**config.mk**
```make
export PLATFORM = sky130hd
export DESIGN_NAME = rsf_ratio_select
export DESIGN_NICKNAME = d
export VERILOG_FILES = /design/src/hdl/rsf_pkg.sv /design/src/hdl/rsf_ratio_select.sv /design/src/hdl/rsf_ratio_store.sv
export SDC_FILE = /design/constraint.sdc
export NUM_CORES = 1
export LEC_CHECK = 0
export BUFFER_PORTS_ARGS = -buffer_cell sky130_fd_sc_hd__buf_2
export CORE_MARGIN = 5
export CORE_UTILIZATION = 40
export CTS_BUF_LIST = sky130_fd_sc_hd__clkbuf_4 sky130_fd_sc_hd__clkbuf_8 sky130_fd_sc_hd__clkbuf_16
export DETAILED_ROUTE_END_ITERATION = 8
export PLACE_DENSITY = 0.56
export SYNTH_ARGS = -nofsm -noshare
export SYNTH_HDL_FRONTEND = slang
export SYNTH_SLANG_ARGS = --single-unit
export TNS_END_PERCENT = 30
```
**constraint.sdc**
```tcl
create_clock -name core_clk -period 14.51 [get_ports core_clk]
set_input_delay 2.1765 -clock core_clk [delete_from_list [all_inputs] [get_ports core_clk]]
set_output_delay 2.1765 -clock core_clk [all_outputs]
set_load 0.005 [all_outputs]
```
**src/hdl/rsf_pkg.sv**
```systemverilog
// Purpose: shared constants and types for the fractional-N ratio source selector
// Assumes: APB slave with 32-bit data, one aligned word per register
// Notes:   mode configuration and status travel as packed structs
package rsf_pkg;

  localparam int RATIO_W         = 32;
  localparam int SLOT_N          = 4;
  localparam int SLOT_W          = 2;
  localparam int ADDR_W          = 8;

  // register byte offsets
  localparam logic [ADDR_W-1:0] OFS_RATIO0    = 8'h00;
  localparam logic [ADDR_W-1:0] OFS_MODE0     = 8'h10;
  localparam logic [ADDR_W-1:0] OFS_GLOBAL    = 8'h20;
  localparam logic [ADDR_W-1:0] OFS_STATUS    = 8'h24;
  localparam logic [ADDR_W-1:0] OFS_EFF_RATIO = 8'h28;
  localparam logic [ADDR_W-1:0] OFS_FRAC_VAL  = 8'h2C;

  // mode word field positions
  localparam int MODE_SCALE_LSB  = 0;
  localparam int MODE_ALT_LSB    = 2;
  localparam int MODE_SRC_BIT    = 4;
  // global word field positions
  localparam int GLB_WIDE_BIT    = 0;
  localparam int GLB_AUXF_LSB    = 1;

  // auxiliary pin function codes
  localparam logic [2:0] AUXF_SCALER_EN   = 3'h3;
  localparam logic [2:0] AUXF_AUTO_DIS    = 3'h4;
  localparam logic [2:0] AUXF_SRC_SEL     = 3'h6;

  // reset values
  localparam logic [RATIO_W-1:0] RATIO_RESET  = 32'h0010_0000;
  localparam logic               WIDE_RESET   = 1'b0;
  localparam logic [2:0]         AUXF_RESET   = 3'h0;

  // timing: divided reference is core_clk / REF_DIV; core_clk 10 MHz
  localparam int CORE_CLK_HZ        = 10_000_000;
  localparam int REF_DIV            = 4;
  localparam int PRESENCE_WIN_TICKS = 1024;
  localparam int LOSS_WAIT_TICKS    = 8_388_608;
  localparam int TICK_CNT_W         = 24;

  typedef struct packed {
    logic             frac_src_dyn;
    logic [SLOT_W-1:0] alt_ratio_pointer;
    logic [1:0]       ratio_scale_sel;
  } rsf_mode_cfg_s;

  localparam rsf_mode_cfg_s MODE_RESET = '{frac_src_dyn: 1'b0, alt_ratio_pointer: 2'h0,
                                           ratio_scale_sel: 2'h0};

  typedef struct packed {
    logic [2:0] src_state;
    logic       scaler_en;
    logic       wide_active;
    logic       unlock_hold;
    logic       auto_active;
    logic       dynamic_sel;
    logic       ref_present;
  } rsf_status_s;

  typedef enum logic [2:0] {
    SRC_STATIC  = 3'b001,
    SRC_DYNAMIC = 3'b010,
    SRC_HOLD    = 3'b100
  } rsf_src_state_e;

endpackage : rsf_pkg

```
**src/hdl/rsf_ratio_select.sv**
```systemverilog
// Purpose: picks the user ratio, applies scaler and format, selects fractional-N source
// Assumes: mode and aux pins and the frequency reference arrive asynchronously
// Notes:
// Notes on behaviour
// - four shared slots; mode pins choose slot
// - wide format is 20 integer, 12 fraction
// - wide format only when enabled, hybrid only
// - auto mode, reference absent: always 12.20
// - scaler shifts selected ratio, slots untouched
// - scale codes give 1/2,1/4,1/8,1/16
// - scaler enabled only by aux pin
// - effective ratio is ratio times scale
// - fractional value: static or dynamic source
// - manual source from per-mode parameter
// - aux pin may override manual source
// - auto: dynamic while present, else static
// - on loss, hold unlocked for loss wait, then static
// - auto slot: pointer while dynamic or in hold, else own
// - auto enabled when pointer differs from slot
// - auto ignores the manual source parameter
// - aux pin may disable auto selection
// - default format is 12 integer, 20 fraction
// - aux function 011: pin high enables scaler
// - aux function 100: pin high disables auto
// - aux function 110: pin picks source manually
`timescale 1ns/1ps
module rsf_ratio_select #(
  parameter int LOSS_WAIT = rsf_pkg::LOSS_WAIT_TICKS
) (
  input  wire logic                          core_clk,
  input  wire logic                          reset_n,
  // apb slave
  input  wire logic                          psel,
  input  wire logic                          penable,
  input  wire logic                          pwrite,
  input  wire logic [rsf_pkg::ADDR_W-1:0]    paddr,
  input  wire logic [31:0]                   pwdata,
  output logic      [31:0]                   prdata,
  output logic                               pready,
  output logic                               pslverr,
  // pins
  input  wire logic [1:0]                    mode_pins,
  input  wire logic                          aux_control_pin,
  input  wire logic                          freq_ref_in,
  // digital pll dynamic ratio
  input  wire logic [rsf_pkg::RATIO_W-1:0]   dpll_ratio,
  // to the synthesizer
  output logic      [rsf_pkg::RATIO_W-1:0]   frac_value,
  output logic                               frac_is_dynamic,
  output logic      [rsf_pkg::RATIO_W-1:0]   effective_ratio,
  output logic                               ratio_wide_fmt,
  output logic                               pll_unlock_hold,
  output logic                               ref_present,
  output logic                               divided_timing_ref
);

  rsf_pkg::rsf_mode_cfg_s    mode_cfg_r [rsf_pkg::SLOT_N];
  logic                      wide_ratio_format_sel_r;
  logic [2:0]                aux_pin_function_cfg_r;
  logic [2:0]                mode0_sync_r, mode1_sync_r, aux_sync_r, ref_sync_r;
  logic [1:0]                mode_r;
  logic                      aux_r;
  logic                      ref_level_r;
  logic [$clog2(rsf_pkg::REF_DIV)-1:0] div_cnt_r;
  logic [rsf_pkg::TICK_CNT_W-1:0]      win_cnt_r;
  logic [rsf_pkg::TICK_CNT_W-1:0]      loss_cnt_r;
  rsf_pkg::rsf_src_state_e   state_r, state_nxt;
  logic [rsf_pkg::RATIO_W-1:0] slot_ratio, bus_ratio, scaled_ratio;
  logic [rsf_pkg::SLOT_W-1:0]  sel_slot;
  rsf_pkg::rsf_mode_cfg_s    cur_cfg;
  rsf_pkg::rsf_status_s      status;
  logic                      bus_wr, addr_ratio, addr_mode, mapped;
  logic                      auto_active, scaler_en, manual_dyn, dyn_sel, wide_active;
  logic                      ref_edge;

  localparam logic [rsf_pkg::TICK_CNT_W-1:0] WIN_LAST =
    rsf_pkg::TICK_CNT_W'(rsf_pkg::PRESENCE_WIN_TICKS - 1);
  localparam logic [rsf_pkg::TICK_CNT_W-1:0] LOSS_LAST = rsf_pkg::TICK_CNT_W'(LOSS_WAIT - 1);
  localparam logic [$clog2(rsf_pkg::REF_DIV)-1:0] DIV_LAST =
    ($clog2(rsf_pkg::REF_DIV))'(rsf_pkg::REF_DIV - 1);

  // apb decode; every access completes with no wait state
  assign bus_wr     = psel && penable && pwrite;
  assign addr_ratio = (paddr[7:4] == rsf_pkg::OFS_RATIO0[7:4]) && (paddr[1:0] == 2'b00);
  assign addr_mode  = (paddr[7:4] == rsf_pkg::OFS_MODE0[7:4]) && (paddr[1:0] == 2'b00);
  assign mapped     = addr_ratio || addr_mode || (paddr == rsf_pkg::OFS_GLOBAL)
                   || (paddr == rsf_pkg::OFS_STATUS) || (paddr == rsf_pkg::OFS_EFF_RATIO)
                   || (paddr == rsf_pkg::OFS_FRAC_VAL);
  assign pready     = psel && penable;
  assign pslverr    = psel && penable && !mapped;

  // slot read-back address is already stable in the setup phase
  rsf_ratio_store u_store (
    .core_clk  (core_clk),
    .reset_n   (reset_n),
    .wr_en     (bus_wr && addr_ratio),
    .wr_slot   (paddr[3:2]),
    .wr_data   (pwdata),
    .rd_slot_a (sel_slot),
    .rd_data_a (slot_ratio),
    .rd_slot_b (paddr[3:2]),
    .rd_data_b (bus_ratio)
  );

  genvar g;
  generate
    for (g = 0; g < rsf_pkg::SLOT_N; g++) begin : g_mode
      always_ff @(posedge core_clk) begin
        if (!reset_n) begin
          mode_cfg_r[g] <= rsf_pkg::MODE_RESET;
        end else if (bus_wr && addr_mode && (paddr[3:2] == rsf_pkg::SLOT_W'(g))) begin
          mode_cfg_r[g] <= pwdata[rsf_pkg::MODE_SRC_BIT:0];
        end
      end
    end
  endgenerate

  always_ff @(posedge core_clk) begin
    if (!reset_n) begin
      wide_ratio_format_sel_r <= rsf_pkg::WIDE_RESET;
      aux_pin_function_cfg_r  <= rsf_pkg::AUXF_RESET;
    end else if (bus_wr && (paddr == rsf_pkg::OFS_GLOBAL)) begin
      wide_ratio_format_sel_r <= pwdata[rsf_pkg::GLB_WIDE_BIT];
      aux_pin_function_cfg_r  <= pwdata[rsf_pkg::GLB_AUXF_LSB +: 3];
    end
  end

  always_comb begin
    prdata = 32'h0000_0000;
    if (psel && !pwrite) begin
      if (addr_ratio) begin
        prdata = bus_ratio;
      end else if (addr_mode) begin
        prdata = {27'h000_0000, mode_cfg_r[paddr[3:2]]};
      end else if (paddr == rsf_pkg::OFS_GLOBAL) begin
        prdata = {28'h000_0000, aux_pin_function_cfg_r, wide_ratio_format_sel_r};
      end else if (paddr == rsf_pkg::OFS_STATUS) begin
        prdata = {23'h00_0000, status};
      end else if (paddr == rsf_pkg::OFS_EFF_RATIO) begin
        prdata = effective_ratio;
      end else if (paddr == rsf_pkg::OFS_FRAC_VAL) begin
        prdata = frac_value;
      end
    end
  end

  // pin synchronisers: a change counts once stages two and three agree
  always_ff @(posedge core_clk) begin
    if (!reset_n) begin
      mode0_sync_r <= 3'h0;
      mode1_sync_r <= 3'h0;
      aux_sync_r   <= 3'h0;
      ref_sync_r   <= 3'h0;
      mode_r       <= 2'h0;
      aux_r        <= 1'b0;
      ref_level_r  <= 1'b0;
    end else begin
      mode0_sync_r <= {mode0_sync_r[1:0], mode_pins[0]};
      mode1_sync_r <= {mode1_sync_r[1:0], mode_pins[1]};
      aux_sync_r   <= {aux_sync_r[1:0], aux_control_pin};
      ref_sync_r   <= {ref_sync_r[1:0], freq_ref_in};
      if (mode0_sync_r[2] == mode0_sync_r[1]) mode_r[0] <= mode0_sync_r[2];
      if (mode1_sync_r[2] == mode1_sync_r[1]) mode_r[1] <= mode1_sync_r[2];
      if (aux_sync_r[2] == aux_sync_r[1]) aux_r <= aux_sync_r[2];
      if (ref_sync_r[2] == ref_sync_r[1]) ref_level_r <= ref_sync_r[2];
    end
  end

  assign ref_edge = (ref_sync_r[2] == ref_sync_r[1]) && (ref_sync_r[2] != ref_level_r);

  // divided timing reference as a one-cycle enable
  always_ff @(posedge core_clk) begin
    if (!reset_n) begin
      div_cnt_r          <= '0;
      divided_timing_ref <= 1'b0;
    end else begin
      divided_timing_ref <= (div_cnt_r == DIV_LAST);
      div_cnt_r          <= (div_cnt_r == DIV_LAST) ? '0 : div_cnt_r + 1'b1;
    end
  end

  // presence: any edge inside the window keeps the reference present
  always_ff @(posedge core_clk) begin
    if (!reset_n) begin
      win_cnt_r   <= '0;
      ref_present <= 1'b0;
    end else if (ref_edge) begin
      win_cnt_r   <= '0;
      ref_present <= 1'b1;
    end else if (divided_timing_ref) begin
      if (win_cnt_r == WIN_LAST) begin
        ref_present <= 1'b0;
      end else begin
        win_cnt_r <= win_cnt_r + 1'b1;
      end
    end
  end

  assign cur_cfg     = mode_cfg_r[mode_r];
  assign auto_active = (cur_cfg.alt_ratio_pointer != mode_r)
    && !((aux_pin_function_cfg_r == rsf_pkg::AUXF_AUTO_DIS) && aux_r);
  assign scaler_en   = (aux_pin_function_cfg_r == rsf_pkg::AUXF_SCALER_EN) && aux_r;
  assign manual_dyn  = (aux_pin_function_cfg_r == rsf_pkg::AUXF_SRC_SEL) ? aux_r
                     : cur_cfg.frac_src_dyn;

  // automatic source tracking; hold keeps the dynamic path while unlocked
  always_comb begin
    state_nxt = state_r;
    case (state_r)
      rsf_pkg::SRC_STATIC: begin
        if (auto_active && ref_present) state_nxt = rsf_pkg::SRC_DYNAMIC;
      end
      rsf_pkg::SRC_DYNAMIC: begin
        if (!auto_active) state_nxt = rsf_pkg::SRC_STATIC;
        else if (!ref_present) state_nxt = rsf_pkg::SRC_HOLD;
      end
      rsf_pkg::SRC_HOLD: begin
        if (!auto_active) state_nxt = rsf_pkg::SRC_STATIC;
        else if (ref_present) state_nxt = rsf_pkg::SRC_DYNAMIC;
        else if (divided_timing_ref && (loss_cnt_r == LOSS_LAST))
          state_nxt = rsf_pkg::SRC_STATIC;
      end
      default: state_nxt = rsf_pkg::SRC_STATIC;
    endcase
  end

  always_ff @(posedge core_clk) begin
    if (!reset_n) begin
      state_r <= rsf_pkg::SRC_STATIC;
    end else begin
      state_r <= state_nxt;
    end
  end

  always_ff @(posedge core_clk) begin
    if (!reset_n) begin
      loss_cnt_r <= '0;
    end else if (state_r != rsf_pkg::SRC_HOLD) begin
      loss_cnt_r <= '0;
    end else if (divided_timing_ref) begin
      loss_cnt_r <= loss_cnt_r + 1'b1;
    end
  end

  // manual mode ignores the pointer; auto mode ignores the manual source
  assign dyn_sel  = auto_active ? (state_r != rsf_pkg::SRC_STATIC)
                                : manual_dyn;
  assign sel_slot = (auto_active && (state_r != rsf_pkg::SRC_STATIC))
                    ? cur_cfg.alt_ratio_pointer
                    : mode_r;

  // 20.12 only on the dynamic path, never with the reference absent in auto
  assign wide_active = wide_ratio_format_sel_r && dyn_sel
                    && !(auto_active && !ref_present);

  // the shift works on the registered copy so stored slots never change
  always_comb begin
    scaled_ratio = slot_ratio;
    if (scaler_en) begin
      case (cur_cfg.ratio_scale_sel)
        2'h0: scaled_ratio = {1'b0, slot_ratio[31:1]};
        2'h1: scaled_ratio = {2'h0, slot_ratio[31:2]};
        2'h2: scaled_ratio = {3'h0, slot_ratio[31:3]};
        2'h3: scaled_ratio = {4'h0, slot_ratio[31:4]};
        default: scaled_ratio = slot_ratio;
      endcase
    end
  end

  // the divider setting is applied downstream, so the ratio is not corrected here
  always_ff @(posedge core_clk) begin
    if (!reset_n) begin
      effective_ratio <= rsf_pkg::RATIO_RESET;
      ratio_wide_fmt  <= 1'b0;
      frac_value      <= rsf_pkg::RATIO_RESET;
      frac_is_dynamic <= 1'b0;
      pll_unlock_hold <= 1'b0;
    end else begin
      effective_ratio <= scaled_ratio;
      ratio_wide_fmt  <= wide_active;
      frac_value      <= dyn_sel ? dpll_ratio : scaled_ratio;
      frac_is_dynamic <= dyn_sel;
      pll_unlock_hold <= (state_nxt == rsf_pkg::SRC_HOLD);
    end
  end

  assign status = '{src_state: state_r, scaler_en: scaler_en, wide_active: wide_active,
                    unlock_hold: pll_unlock_hold, auto_active: auto_active,
                    dynamic_sel: frac_is_dynamic, ref_present: ref_present};

endmodule : rsf_ratio_select

```
**src/hdl/rsf_ratio_store.sv**
```systemverilog
// Purpose: four-slot user ratio store with two registered read ports
// Assumes: single write port from the register bus
// Notes:   port a feeds the ratio path, port b the bus read-back
`timescale 1ns/1ps
module rsf_ratio_store (
  input  wire logic                          core_clk,
  input  wire logic                          reset_n,
  input  wire logic                          wr_en,
  input  wire logic [rsf_pkg::SLOT_W-1:0]    wr_slot,
  input  wire logic [rsf_pkg::RATIO_W-1:0]   wr_data,
  input  wire logic [rsf_pkg::SLOT_W-1:0]    rd_slot_a,
  output logic      [rsf_pkg::RATIO_W-1:0]   rd_data_a,
  input  wire logic [rsf_pkg::SLOT_W-1:0]    rd_slot_b,
  output logic      [rsf_pkg::RATIO_W-1:0]   rd_data_b
);

  logic [rsf_pkg::RATIO_W-1:0] slot_r [rsf_pkg::SLOT_N];

  genvar g;
  generate
    for (g = 0; g < rsf_pkg::SLOT_N; g++) begin : g_slot
      always_ff @(posedge core_clk) begin
        if (!reset_n) begin
          slot_r[g] <= rsf_pkg::RATIO_RESET;
        end else if (wr_en && (wr_slot == rsf_pkg::SLOT_W'(g))) begin
          slot_r[g] <= wr_data;
        end
      end
    end
  endgenerate

  always_ff @(posedge core_clk) begin
    if (!reset_n) begin
      // match the slot reset so the ratio path shows no zero dip after release
      rd_data_a <= rsf_pkg::RATIO_RESET;
      rd_data_b <= rsf_pkg::RATIO_RESET;
    end else begin
      rd_data_a <= slot_r[rd_slot_a];
      rd_data_b <= slot_r[rd_slot_b];
    end
  end

endmodule : rsf_ratio_store
```
==> results list, run 1 <==
- The detailed router finished its first iteration with 836 violations.
* H-tree depth reported by CTS: 2
- From left edge to right edge, the die measures 207 um.
- After layout, the minimum clock period comes to 7130 ps.
- Placement Rows: 72
* Final Routed Wirelength: between 40000 and 50000 um
* Achievable Freq: 0.140 GHz
* Area occupied by multi-input gates: 6660 sq um
- Post-CTS timing repair inserted 0 buffers for setup.
* Post-cts sizing count: 0
- Die Footprint: 43000 sq um
- The routed layout has 11000 vias.
* Commonest cells after routing, fill and taps aside: 206 x sky130_fd_sc_hd__dfxtp_1, 194 x sky130_fd_sc_hd__and2_1, 182 x sky130_fd_sc_hd__buf_2, 148 x sky130_fd_sc_hd__edfxtp_1, 105 x sky130_fd_sc_hd__nor2_1
- The clock net in this run drives a total of ~350 sinks.
- RSZ-0062 raised after global routing: no
* Setup slack of the critical path after layout: 7380 ps
* Largest buffer count on any clock path: 3
* Synthesized instance count: 1331
- Total power consumption of the routed design: 2.28 mW
- The first global-routing pass estimated ~67000 um of wire.
- In the routed design, unresolved DRC markers number 0.
- Class of the most critical setup path: in2out
- Once placement finished, the instance area stood at 17000 sq um.
- For met3 alone, demand over resource in global routing was 3.29%.
- After synthesis the netlist holds a flip-flop and latch count of roughly 350.
- Counting tap cells, the placed design contains a total of 1962 instances.
- Internal: roughly 1.8 mW
- Filler instances: 3642
* Post-synthesis to final-layout area growth: 17.5%
* Endpoint kind of the worst setup timing path: primary output
* Die outline height: 207 um
- Kind of launch point of the worst setup path: primary input
- Summed over all layers, the global routing overflow is 0.
- Of the total power, combinational logic draws between 6 and 7%.
* Switching power total: 514 uW
- Registers take 8570 sq um.
* Initial antenna violation count: 3
- Port buffer count: 183
- For the worst setup path, the data arrival time is a little under 5000 ps.
- Largest fanout on the critical path: between 50 and 60
- Clock tree synthesis inserted a total of 40 buffers.
* Worst endpoint required time: 12330 ps
- Once detail routing completed, the nets flagged for antenna violations numbered 0.
- Register area share after synthesis: 55.0%
- TritonCTS clock tree: done
- The run finished with clean final reports.
* Max_slew headroom: 13.8%
- Counting every net in the synthesized netlist gives 1415.
- Pwr per Cell Area: 125 nW/um^2
- Hold_buf cts: 0
* Layout net count: 1570
- Synth unique cells: 61
* Fraction of final layout cells with drive strength greater than 1: 22.2%
* Core Area: 38600 sq um
* Root buffer selected by CTS: sky130_fd_sc_hd__clkbuf_16
- Pin slew with the least headroom to its limit: 1290 ps
- Static power due to leakage: 7.31 nW
* Latest clock arrival within the worst-skew pair: 560 ps
- Number of enable flip-flop cells after synthesis: around 150
- Proportion of power drawn by the clock network: approximately 45%
- Total GRT Usage: between 10% and 20%
* Class of the tightest hold or removal check: reg2reg
- Commonest non-fill, non-tap cell in the layout: sky130_fd_sc_hd__dfxtp_1
- Final Instance Area: 18300 sq um
* Final clock skew: approximately 19 ps
- Sequential cells burn about half of the power.
- The finished layout holds 2035 standard cells, fillers aside.
- Detailed placement ended at an HPWL of 29200 um.
- Most used flip-flop cell after synthesis: sky130_fd_sc_hd__dfxtp_1
- For this run, global-route usage on met2 was measured as around 32%.
- Met1 track demand over resource in global routing: 26.6%
* Average routed wire per standard cell: between 20 and 25 um
- Worst-case hold slack: roughly 430 ps
- Across the run, the number of max-cap violations was 0.
- Setup total negative slack on the finished layout was measured at 0 ps.
* Number of detailed-route iterations in the first pass: 5
- Dividing the synthesized area by the synthesized cell count gives 11.7 sq um.
- Fin util: 47.5%
- Once the floorplan was initialized, standard cells occupied between 40% and 50% of the core.
- Entering global routing, the biggest net connects 58 pins.
* Highest ir drop seen on vdd: 0.0829 mV
* Netlist area before placement: 15600 sq um
- During synthesis, Yosys emitted a total of 0 warnings.
- Final Hold Fails: 0
- Post-route fraction of the period consumed by the critical path: 49.1%
- Number of setup violations in the final report: 0
* Fraction of registers with async set or reset after synthesis: 0%
- Pre-CTS setup slack: ~7400 ps
- During I/O placement, the number of pins put on the boundary was 184.
- Clock edge transition at the registers on the reported setup and hold paths: 60 ps
- Weighted congestion at the end of routability-driven global placement: approximately 0.80
- The global routing stage identified its most utilized layer as met2.
* Number of global-route vias before repair: 11200
- Routed vias/inst: 5.40
* Max Slew Vio Count: 0
- Sw Share: 22.5%
## final timing paths
path	start	to	slack [ps]	cells after the start
setup / recovery	paddr[3]	prdata[30]	7380	7
hold / removal	div_cnt_r[0]	div_cnt_r[0]	430	1
setup reg to reg	mode_r[0]	frac_value[19]	11110	4
hold reg to reg	div_cnt_r[0]	div_cnt_r[0]	430	1
## worst max-delay path, cell delays in order
cell                       delay (ps)
sky130_fd_sc_hd__buf_2             90
sky130_fd_sc_hd__buf_4            660
sky130_fd_sc_hd__nand2b_1         400
sky130_fd_sc_hd__nor2_2          1040
sky130_fd_sc_hd__a222oi_1         150
sky130_fd_sc_hd__nor2_1           250
sky130_fd_sc_hd__buf_2            160
## final cells by class
cell class / count / area share (%)
Multi-Input combinational cell: 880 / 36.4
Clock buffer: 53 / 6.37
Antenna cell: 1 / 0.0137
Sequential cell: 354 / 46.8
Inverter: 10 / 0.205
Clock inverter: 19 / 0.944
Timing Repair Buffer: 200 / 5.72
Tap cell: 518 / 3.54
## cells by family after synthesis
group,synth area share (%)
compound gates,9.69
xor+xnor,2.25
fa+ha+maj,0.241
buf+inv,2.67
flops,55.0
mux,13.6
simple gates,16.5
## cell usage after synthesis (5+ instances only)
cell / number / area, sq um
sky130_fd_sc_hd__nand2_1: 57 / 214
sky130_fd_sc_hd__and4_1: 8 / 70.1
sky130_fd_sc_hd__xnor2_1: 17 / 149
sky130_fd_sc_hd__mux2_2: 8 / 90.1
sky130_fd_sc_hd__a21oi_1: 23 / 115
sky130_fd_sc_hd__and2_1: 194 / 1210
sky130_fd_sc_hd__nor4_1: 6 / 37.5
sky130_fd_sc_hd__buf_4: 10 / 75.1
sky130_fd_sc_hd__nor2_1: 107 / 402
sky130_fd_sc_hd__xor2_1: 23 / 201
sky130_fd_sc_hd__inv_1: 9 / 33.8
sky130_fd_sc_hd__o21ai_0: 37 / 185
sky130_fd_sc_hd__and3_1: 8 / 50.1
sky130_fd_sc_hd__buf_2: 11 / 55.1
sky130_fd_sc_hd__o221ai_1: 14 / 123
sky130_fd_sc_hd__clkbuf_1: 55 / 206
sky130_fd_sc_hd__o22ai_1: 34 / 213
sky130_fd_sc_hd__nand3_1: 21 / 105
sky130_fd_sc_hd__mux4_2: 44 / 991
sky130_fd_sc_hd__a222oi_1: 23 / 230
sky130_fd_sc_hd__mux2i_1: 104 / 1040
sky130_fd_sc_hd__buf_1: 11 / 41.3
sky130_fd_sc_hd__a22oi_1: 5 / 37.5
sky130_fd_sc_hd__nor3_1: 11 / 55.1
sky130_fd_sc_hd__nand4_1: 10 / 62.6
sky130_fd_sc_hd__nor2b_1: 15 / 93.8
sky130_fd_sc_hd__dfxtp_1: 206 / 4120
sky130_fd_sc_hd__a2bb2oi_1: 11 / 96.3
sky130_fd_sc_hd__a21boi_0: 7 / 52.6
sky130_fd_sc_hd__nand3b_1: 5 / 37.5
sky130_fd_sc_hd__or3_1: 13 / 81.3
sky130_fd_sc_hd__o22a_1: 30 / 263
sky130_fd_sc_hd__nand2b_1: 10 / 62.6
sky130_fd_sc_hd__edfxtp_1: 148 / 4440
## flip-flops by register name (all words and copies together), names as in the netlist, 2 cells and up
register / cells
mode_r: 2
loss_cnt_r: 24
effective_ratio: 32
u_store.rd_data_a: 32
state_r: 3
aux_pin_function_cfg_r: 3
ref_sync_r: 3
win_cnt_r: 24
aux_sync_r: 3
frac_value: 32
mode0_sync_r: 3
mode_cfg_r: 20
u_store.slot_r: 128
mode1_sync_r: 3
u_store.rd_data_b: 32
div_cnt_r: 2
## per-layer routing
| layer | up-vias | wire (um) |
|---|---|---|
| met3 | 75 | 2200 |
| met4 | 4 | 1280 |
| met1 | 5399 | 19500 |
| met2 | 303 | 20300 |
| li1 | 5206 | - |
| met5 | - | 26 |
## power by group through the flow
stage	clock network (mW)	registers (mW)	logic (mW)
final	1.02	1.11	0.144
after global routing	1.08	1.12	0.157
after CTS	1.04	1.11	0.146
after detailed placement	0	1.13	0.145
after global placement	0	1.13	0.144
after floorplan	0	1.12	0.0862
Power figures use the tool's default switching activity.
==> inputs of run 2 (changes only) <==
==> constraint.sdc (replaced) <==
create_clock -name core_clk -period 6.75 [get_ports core_clk]
set_input_delay 1.0125 -clock core_clk [delete_from_list [all_inputs] [get_ports core_clk]]
set_output_delay 1.0125 -clock core_clk [all_outputs]
set_load 0.005 [all_outputs]
==> results list, run 2 (synthesis results as in run 1) <==
* Static power due to leakage: 7.30 nW (about the same)
- Switching power total: 1.07 mW (+110%)
* Fin util: 47.4% (about the same)
- The largest incremental delay on the critical path was 1040 ps (about the same).
- Core Area: 38600 sq um (unchanged)
- The filler cell count in the final layout is 3583 (-1.6%).
- Chip Width: 207 um (unchanged)
- The number of clock sinks came to 354 (unchanged).
- H-tree depth reported by CTS: 2 (unchanged)
* Pin slew with the least headroom to its limit: 1270 ps (-24.6 ps)
* Area occupied by multi-input gates: 6660 sq um (unchanged)
- Internal: 3.80 mW (+120%)
- The maximum fanout count along the critical path came to 28 (-51%).
* Grt total ovfl: 0 (unchanged)
- Final cell count without fillers: 2033 (-0.098%)
- Latest clock arrival within the worst-skew pair: 530 ps (-30 ps)
- The global placement routability congestion was 0.827 (+3.3%).
- Run status: finished, final reports clean
- The data arrival time of the critical path was 3840 ps (-1110 ps).
- Dominant cell type by count on the critical path: sky130_fd_sc_hd__buf_2
- The setup TNS came to 0 ps (unchanged).
* Hold_buf cts: 0 (unchanged)
* Post-CTS Setup Bufs: 0 (unchanged)
* Sequential group share of total power: 49.1% (+0.3 points)
- Combinational cell fraction of total power: 6.4% (about the same)
- The clock transition at the registers of the reported paths came to 50 ps (about the same).
- Boundary Pins: 184 (unchanged)
- Total DRC errors in the routed layout: 0 (unchanged)
- Ranked by flip-flop count, first place goes to u_store.slot_r.
- The library cell used most frequently in the layout, excluding fill and tap cells, is sky130_fd_sc_hd__dfxtp_1.
* Achievable Freq: 0.206 GHz
- Total CTS buffers: 40 (unchanged)
* Layout net count: 1569 (-0.064%)
- The number of pins with negative max-slew slack in the final report was 0 (unchanged).
- Proportion of power drawn by the clock network: 44.5% (-0.4 points)
- Cell type of the slowest stage on the worst timing path: sky130_fd_sc_hd__nor2_2
- Port buffer count: 183 (unchanged)
* TritonCTS clock tree: done
- Time the worst path needs with I/O delays and setup: ~4900 ps
* Routed vias/inst: 5.48 (+1.4%)
- The number of DRC markers after the initial detailed-route iteration came to 1028 (+23%).
- Commonest cells after routing, fill and taps aside: 206 x sky130_fd_sc_hd__dfxtp_1, 194 x sky130_fd_sc_hd__and2_1, 182 x sky130_fd_sc_hd__buf_2, 148 x sky130_fd_sc_hd__edfxtp_1, 105 x sky130_fd_sc_hd__nor2_1
- The flip-flop count of the largest register after layout is 128 (unchanged).
* Root buffer selected by CTS: sky130_fd_sc_hd__clkbuf_16
- RSZ-0062 raised after global routing: no
- Post-route antenna net violation count: 0 (unchanged)
- The worst setup path is captured at a primary output.
- The worst path uses 71.9% of the clock period.
- Die Footprint: 43000 sq um (unchanged)
- The area added between synthesis and finish came to 17.4% (about the same).
- Class of the most critical setup path: in2out
- The count of placed standard cells including taps was 1961 (-0.051%).
* Pwr per Cell Area: 266 nW/um^2 (+110%)
- STA classifies the critical path startpoint as a primary input.
- Worst endpoint required time: 5740 ps (-6590 ps)
- Initial core utilization: 40.4% (unchanged)
* CP Cell Sequence: buf_2, nand2_1, nor2_2, a222oi_1, nor2_1, buf_2
- Seq. cell area: 8570 sq um (unchanged)
- The share of cells above drive strength 1 came to 22.2% (-0.037 points).
- The number of antenna violations at the first check in global routing is 1 (-2).
- The post-cts resize count was 0 (unchanged).
- Number of setup violations in the final report: 0 (unchanged)
* DP Wirelength: 29500 um (+1.2%)
- The maximum number of pins on one net before global-route repair was 65 (+12%).
* Final clock skew: 17.4 ps (-1.45 ps)
- Max_slew headroom: 15.5% (+1.6 points)
- Total GRT Usage: 19.7% (about the same)
- The count of TritonRoute iterations in the first routing pass is 6 (+1).
* Sw Share: 22.0% (-0.57 points)
- The worst-case clock buffer depth came to 3 (unchanged).
- Average routed wire per standard cell: 21.4 um (+0.47%)
* Highest ir drop seen on vdd: 0.130 mV (+57%)
- The tightest min-delay check is of the reg2reg type.
- Number of global-route vias before repair: 11000 (-1.9%)
- The number of core rows came to 72 (unchanged).
- The max-capacitance violation count was 0 (unchanged).
- Die outline height: 207 um (unchanged)
* Final Routed Wirelength: 43500 um (+0.37%)
- Final Hold Fails: 0 (unchanged)
* Global-route wire length before repair: 67200 um (+0.24%)
* Vias post-DR: 11100 (+1.3%)
-- run 2: changes by cell type in the layout (fill, tap and decap cells not counted), sizes merged --
cell	before	now
bufinv	3	2
clkinvlp	1	0
clkbuf	53	61
clkinv	14	7
buf	200	199
-- run 2: worst max-delay path: cells and delay by family --
kind                   cells  cell delay, ps
and+or+nand+nor            3            1720
AOI/OAI and AO/OA          1             290
buffers and inverters      2             790
-- run 2: layout make-up --
cell class | count | share of cell area (%)
Sequential cell | 354 | 46.9
Multi-Input combinational cell | 880 | 36.4
Clock buffer | 61 | 6.74
Timing Repair Buffer | 199 | 5.68
Tap cell | 518 | 3.54
Clock inverter | 10 | 0.541
Inverter | 10 | 0.205
Antenna cell | 1 | 0.0137
-- run 2: path summary, 6_finish.rpt --
kind | endpoint | cells past startpoint | startpoint | slack (ps)
worst min register to register | ref_sync_r[1] | 1 | ref_sync_r[0] | 430
worst max-delay path | prdata[30] | 6 | paddr[3] | 1900
worst max register to register | frac_value[8] | 4 | mode_r[0] | 3360
worst min-delay path | ref_sync_r[1] | 1 | ref_sync_r[0] | 430
-- run 2: per-stage QoR --
stage               cell area, sq um  setup slack [ps]  hold slack, ps  power (mW)
floorplan                      15600              1450             405        2.60
global placement               17000              2030             411        2.74
detailed placement             17000              1930             418        2.75
CTS                            18300              1930             427        4.92
global route                   18300              1730             434        5.04
finish                         18300              1900             426        4.87
-- run 2: power by group through the flow --
stage / registers, mW / logic (mW) / clock network (mW)
floorplan: 2.41 / 0.185 / 0
global placement: 2.43 / 0.311 / 0
detailed placement: 2.43 / 0.315 / 0
CTS: 2.39 / 0.316 / 2.22
global route: 2.40 / 0.340 / 2.30
finish: 2.39 / 0.312 / 2.17
-- run 2: routing by layer --
metal  part of all wire [%]  vias to the layer above  global-route usage (%)
met5                      0                        -                       0
met3                    5.3                       66                    3.04
met2                     47                      363                    32.4
li1                       -                     5203                       -
met1                     45                     5503                    27.6
met4                    2.4                        0                    4.95
==> inputs of run 3 (changes only) <==
--- a/config.mk
+++ b/config.mk
@@ -5,6 +5,7 @@
 export SDC_FILE = /design/constraint.sdc
 export NUM_CORES = 1
 export LEC_CHECK = 0
+export ABC_AREA = 1
 export BUFFER_PORTS_ARGS = -buffer_cell sky130_fd_sc_hd__buf_2
 export CORE_MARGIN = 5
 export CORE_UTILIZATION = 40
==> constraint.sdc (replaced) <==
create_clock -name core_clk -period 5 [get_ports core_clk]
set_input_delay 0.75 -clock core_clk [delete_from_list [all_inputs] [get_ports core_clk]]
set_output_delay 0.75 -clock core_clk [all_outputs]
set_load 0.005 [all_outputs]
==> results list, run 3 <==
* Layout net count: 2369 (+51%)
* Pwr per Cell Area: 350 nW/um^2 (+31%)
- Final clock skew: 22.8 ps (+5.33 ps)
- The required time of the critical path came to 4250 ps (-1490 ps).
- The post-synthesis register bit count was 354 (unchanged).
- The transition time of the tightest slew-check pin is 970 ps (-297 ps).
- The number of standard cells in the final layout excluding fillers was 2853 (+40%).
* Fraction of synthesized area in multiplexers: 0% (-14 points)
* Register area share after synthesis: 50.6% (-4.4 points)
- The mean instance size in the synthesized netlist came to 7.87 sq um (-33%).
* Post-Synthesis Net Count: 2236 (+58%)
- Class of the most critical setup path: reg2out
- Weighted congestion at the end of routability-driven global placement: 0.926 (+12%)
- The number of global-route vias before repair is 14800 (+35%).
- Max_slew headroom: 35.2% (+20 points)
* Post-route antenna net violation count: 0 (unchanged)
- Hold_buf cts: 0 (unchanged)
- The flip-flop count of the largest register after layout is 128 (unchanged).
- The number of core rows is 75 (+4.2%).
- Fraction of registers with async set or reset after synthesis: 0% (unchanged)
* Die outline height: 216 um (+4.1%)
* DP Wirelength: 38100 um (+29%)
- Final Routed Wirelength: 55800 um (+28%)
- In this run the worst hold path is classified as in2reg.
- The worst voltage drop across the vdd grid was 0.214 mV (+64%).
* Register with the most flip-flops: u_store.slot_r
- The maximum number of pins on one net before global-route repair came to 65 (unchanged).
* Root buffer selected by CTS: sky130_fd_sc_hd__clkbuf_16
* Setup slack of the critical path after layout: 1390 ps (-506 ps)
* Boundary Pins: 184 (unchanged)
* Clock edge transition at the registers on the reported setup and hold paths: 50 ps (about the same)
- Netlist area before placement: 16900 sq um (+8.8%)
- The number of DRC markers after the initial detailed-route iteration came to 1424 (+39%).
* Compound-gate portion of the synthesized area: 11.8% (+2.1 points)
- Run status: finished, final reports clean
* Average routed wire per standard cell: 19.5 um (-8.6%)
- The number of pins with negative max-slew slack in the final report was 0 (unchanged).
- Endpoint kind of the worst setup timing path: primary output
- Commonest cells after routing, fill and taps aside: 395 x sky130_fd_sc_hd__nand2_1, 308 x sky130_fd_sc_hd__inv_1, 266 x sky130_fd_sc_hd__nor2_1, 208 x sky130_fd_sc_hd__nand3_1, 206 x sky130_fd_sc_hd__dfxtp_1
- The residual overflow from global routing came to 0 (unchanged).
* Worst Hold Depth: 3 (+2)
* Leading post-synthesis cells by instance count: 395 x sky130_fd_sc_hd__nand2_1, 309 x sky130_fd_sc_hd__inv_1, 267 x sky130_fd_sc_hd__nor2_1
* Core Area: 41900 sq um (+8.8%)
- After synthesis, the largest family of logic cells by area is simple AND/OR/NAND/NOR gates.
- The area of the die was 46600 sq um (+8.4%).
- Count of antenna diodes in the layout: 0 (-1)
* TritonCTS clock tree: done
- The setup slack after placement came to 1630 ps (-306 ps).
- The data arrival time of the critical path is 2860 ps (-980 ps).
- H-tree depth reported by CTS: 2 (unchanged)
- Setup repair after global routing left no endpoint under its margin.
* Total DRC errors in the routed layout: 0 (unchanged)
* Number of detailed-route iterations in the first pass: 5 (-1)
* Routed vias/inst: 5.34 (-2.5%)
* Total GRT Usage: 23.3% (+3.5 points)
- The setup TNS is 0 ps (unchanged).
- The number of clock sinks was 354 (unchanged).
- By instance count, the leading cell after synthesis is sky130_fd_sc_hd__nand2_1.
- Most area-consuming cells after synthesis: sky130_fd_sc_hd__edfxtp_1 26%, sky130_fd_sc_hd__dfxtp_1 24%, sky130_fd_sc_hd__nand2_1 8.7%, sky130_fd_sc_hd__inv_1 6.8%, sky130_fd_sc_hd__nand3_1 6.1%
- Based on the critical path, the design can be clocked at up to 0.277 GHz.
* Latest clock arrival within the worst-skew pair: 580 ps (+50 ps)
* Adder-cell share of the synthesized area: 0.222% (-0.019 points)
- The post-cts resize count was 0 (unchanged).
- The global-route wire length before repair was 86500 um (+29%).
- Total CTS buffers: 41 (+2.5%)
- STA classifies the critical path startpoint as a flip-flop.
- The worst-case clock buffer depth came to 3 (unchanged).
- Initial core utilization: 40.4% (about the same)
- Post-route fraction of the period consumed by the critical path: 72.2%
- Leaving out fill and tap cells, the most frequent cell in the layout is sky130_fd_sc_hd__nand2_1.
- The count of placed standard cells including taps came to 2781 (+42%).
- The share of cells above drive strength 1 is 14.7% (-7.5 points).
- The routed design could run at a clock period as short as ~3600 ps.
- The number of antenna violations at the first check in global routing is 2 (+1).
- Area fraction in and, or, nand and nor cells after synthesis: 25.8% (+9.3 points)
- Compared with the post-synthesis result, the final layout area differs by 15.4%.
- Synthesized instance count: 2152 (+62%)
* Reported max-cap violation count: 0 (unchanged)
* Largest fanout on the critical path: 16 (-43%)
- Fraction of synthesized cell area taken by the top area cell type: 26.2% (-2.3 points)
- The biggest area contributor in the post-synthesis netlist is sky130_fd_sc_hd__edfxtp_1.
- Static power due to leakage: 8.76 nW (+20%)
- Chip Width: 216 um (+4.1%)
- Number of enable flip-flop cells after synthesis: 148 (unchanged)
- Ys Warns: 0 (unchanged)
- The number of buffers inserted by post-CTS setup repair came to 0 (unchanged).
- The total number of vias is 15200 (+37%).
- The quantity of I/O buffers inserted on ports came to 183 (unchanged).
- R2r worst-path depth: 12 (+8)
- The number of setup violations in the final report came to 0 (unchanged).
- Final Hold Fails: 0 (unchanged)
- The most used flip-flop cell after synthesis is sky130_fd_sc_hd__dfxtp_1.
* Xor and xnor fraction of the mapped netlist area: 0.879% (-1.4 points)
- Synth unique cells: 52 (-15%)
-- run 3: changes by cell type in the layout (fill, tap and decap cells not counted), moves of 23 or more --
cell                       delta
sky130_fd_sc_hd__mux2i_1    -104
sky130_fd_sc_hd__o21ai_0     +42
sky130_fd_sc_hd__nand3b_1    +27
sky130_fd_sc_hd__nor2_1     +161
sky130_fd_sc_hd__a21oi_1     +88
sky130_fd_sc_hd__a221oi_1    +32
sky130_fd_sc_hd__o22a_1      -30
sky130_fd_sc_hd__mux4_2      -44
sky130_fd_sc_hd__a222oi_1    -23
sky130_fd_sc_hd__and2_1     -194
sky130_fd_sc_hd__inv_1      +299
sky130_fd_sc_hd__nand2_1    +339
sky130_fd_sc_hd__nand3_1    +187
-- run 3: report_power, final --
group          switching, mW  internal (mW)  total [mW]
Clock                   1.23           1.90        3.12
Sequential            0.0863           3.14        3.23
Combinational          0.336          0.157       0.493
-- run 3: cell type report --
cell class | instances | area, sq um
sequential | 354 | 8570
tap | 539 | 674
inverter | 336 | 1260
clock buffer | 51 | 1110
timing repair buffer | 205 | 1080
multi-input combinational | 1347 | 6580
clock inverter | 21 | 283
fill | 4173 | 22400
-- run 3: worst max-delay path: stages (launching register included) --
cell	delay [ps]
sky130_fd_sc_hd__dfxtp_1	730
sky130_fd_sc_hd__inv_2	230
sky130_fd_sc_hd__nand2_1	130
sky130_fd_sc_hd__nand3_2	90
sky130_fd_sc_hd__nand2_2	120
sky130_fd_sc_hd__nand2_2	70
sky130_fd_sc_hd__nand3_4	130
sky130_fd_sc_hd__nand3_4	120
sky130_fd_sc_hd__nand2_2	170
sky130_fd_sc_hd__nand2_1	100
sky130_fd_sc_hd__nand2_1	70
sky130_fd_sc_hd__a21oi_1	60
sky130_fd_sc_hd__nor2_1	140
sky130_fd_sc_hd__buf_2	140
-- run 3: cells by family (layout without fill, tap and decap cells) --
logic type / after synthesis / count (layout)
AOI/OAI and AO/OA: 337 / 337
xor gates and xnor gates: 17 / 17
adders and majority gates: 3 / 3
buffers and inverters: 451 / 613
DFF: 354 / 354
and+or+nand+nor: 990 / 990
-- run 3: worst paths after layout --
| path | end | from | slack [ps] |
|---|---|---|---|
| worst max-delay path | prdata[4] | mode_r[0] | 1390 |
| worst min-delay path | ref_sync_r[0] | freq_ref_in | 380 |
| worst max register to register | u_store.rd_data_a[0] | mode_r[0] | 1830 |
| worst min register to register | aux_sync_r[1] | aux_sync_r[0] | 410 |
-- run 3: stage by stage --
stage	hold WS (ps)	utilization, %	area [sq um]	power (mW)
6_report	379	46.6	19600	6.84
3_3_place_gp	392	43.3	18200	3.77
5_1_grt	373	46.6	19600	7.08
4_1_cts	341	46.6	19600	6.89
3_5_place_dp	408	43.3	18200	3.78
2_1_floorplan	390	-	16900	3.55
-- run 3: routing by layer --
metal | vias to the layer above | global-route usage [%] | wire, um | part of all wire, %
met5 | - | 0 | 21 | 0.038
met4 | 4 | 6.49 | 1180 | 2.1
met3 | 107 | 4.36 | 4100 | 7.4
met2 | 604 | 36.9 | 25400 | 46
met1 | 7188 | 32.7 | 25100 | 45
li1 | 7338 | - | - | -
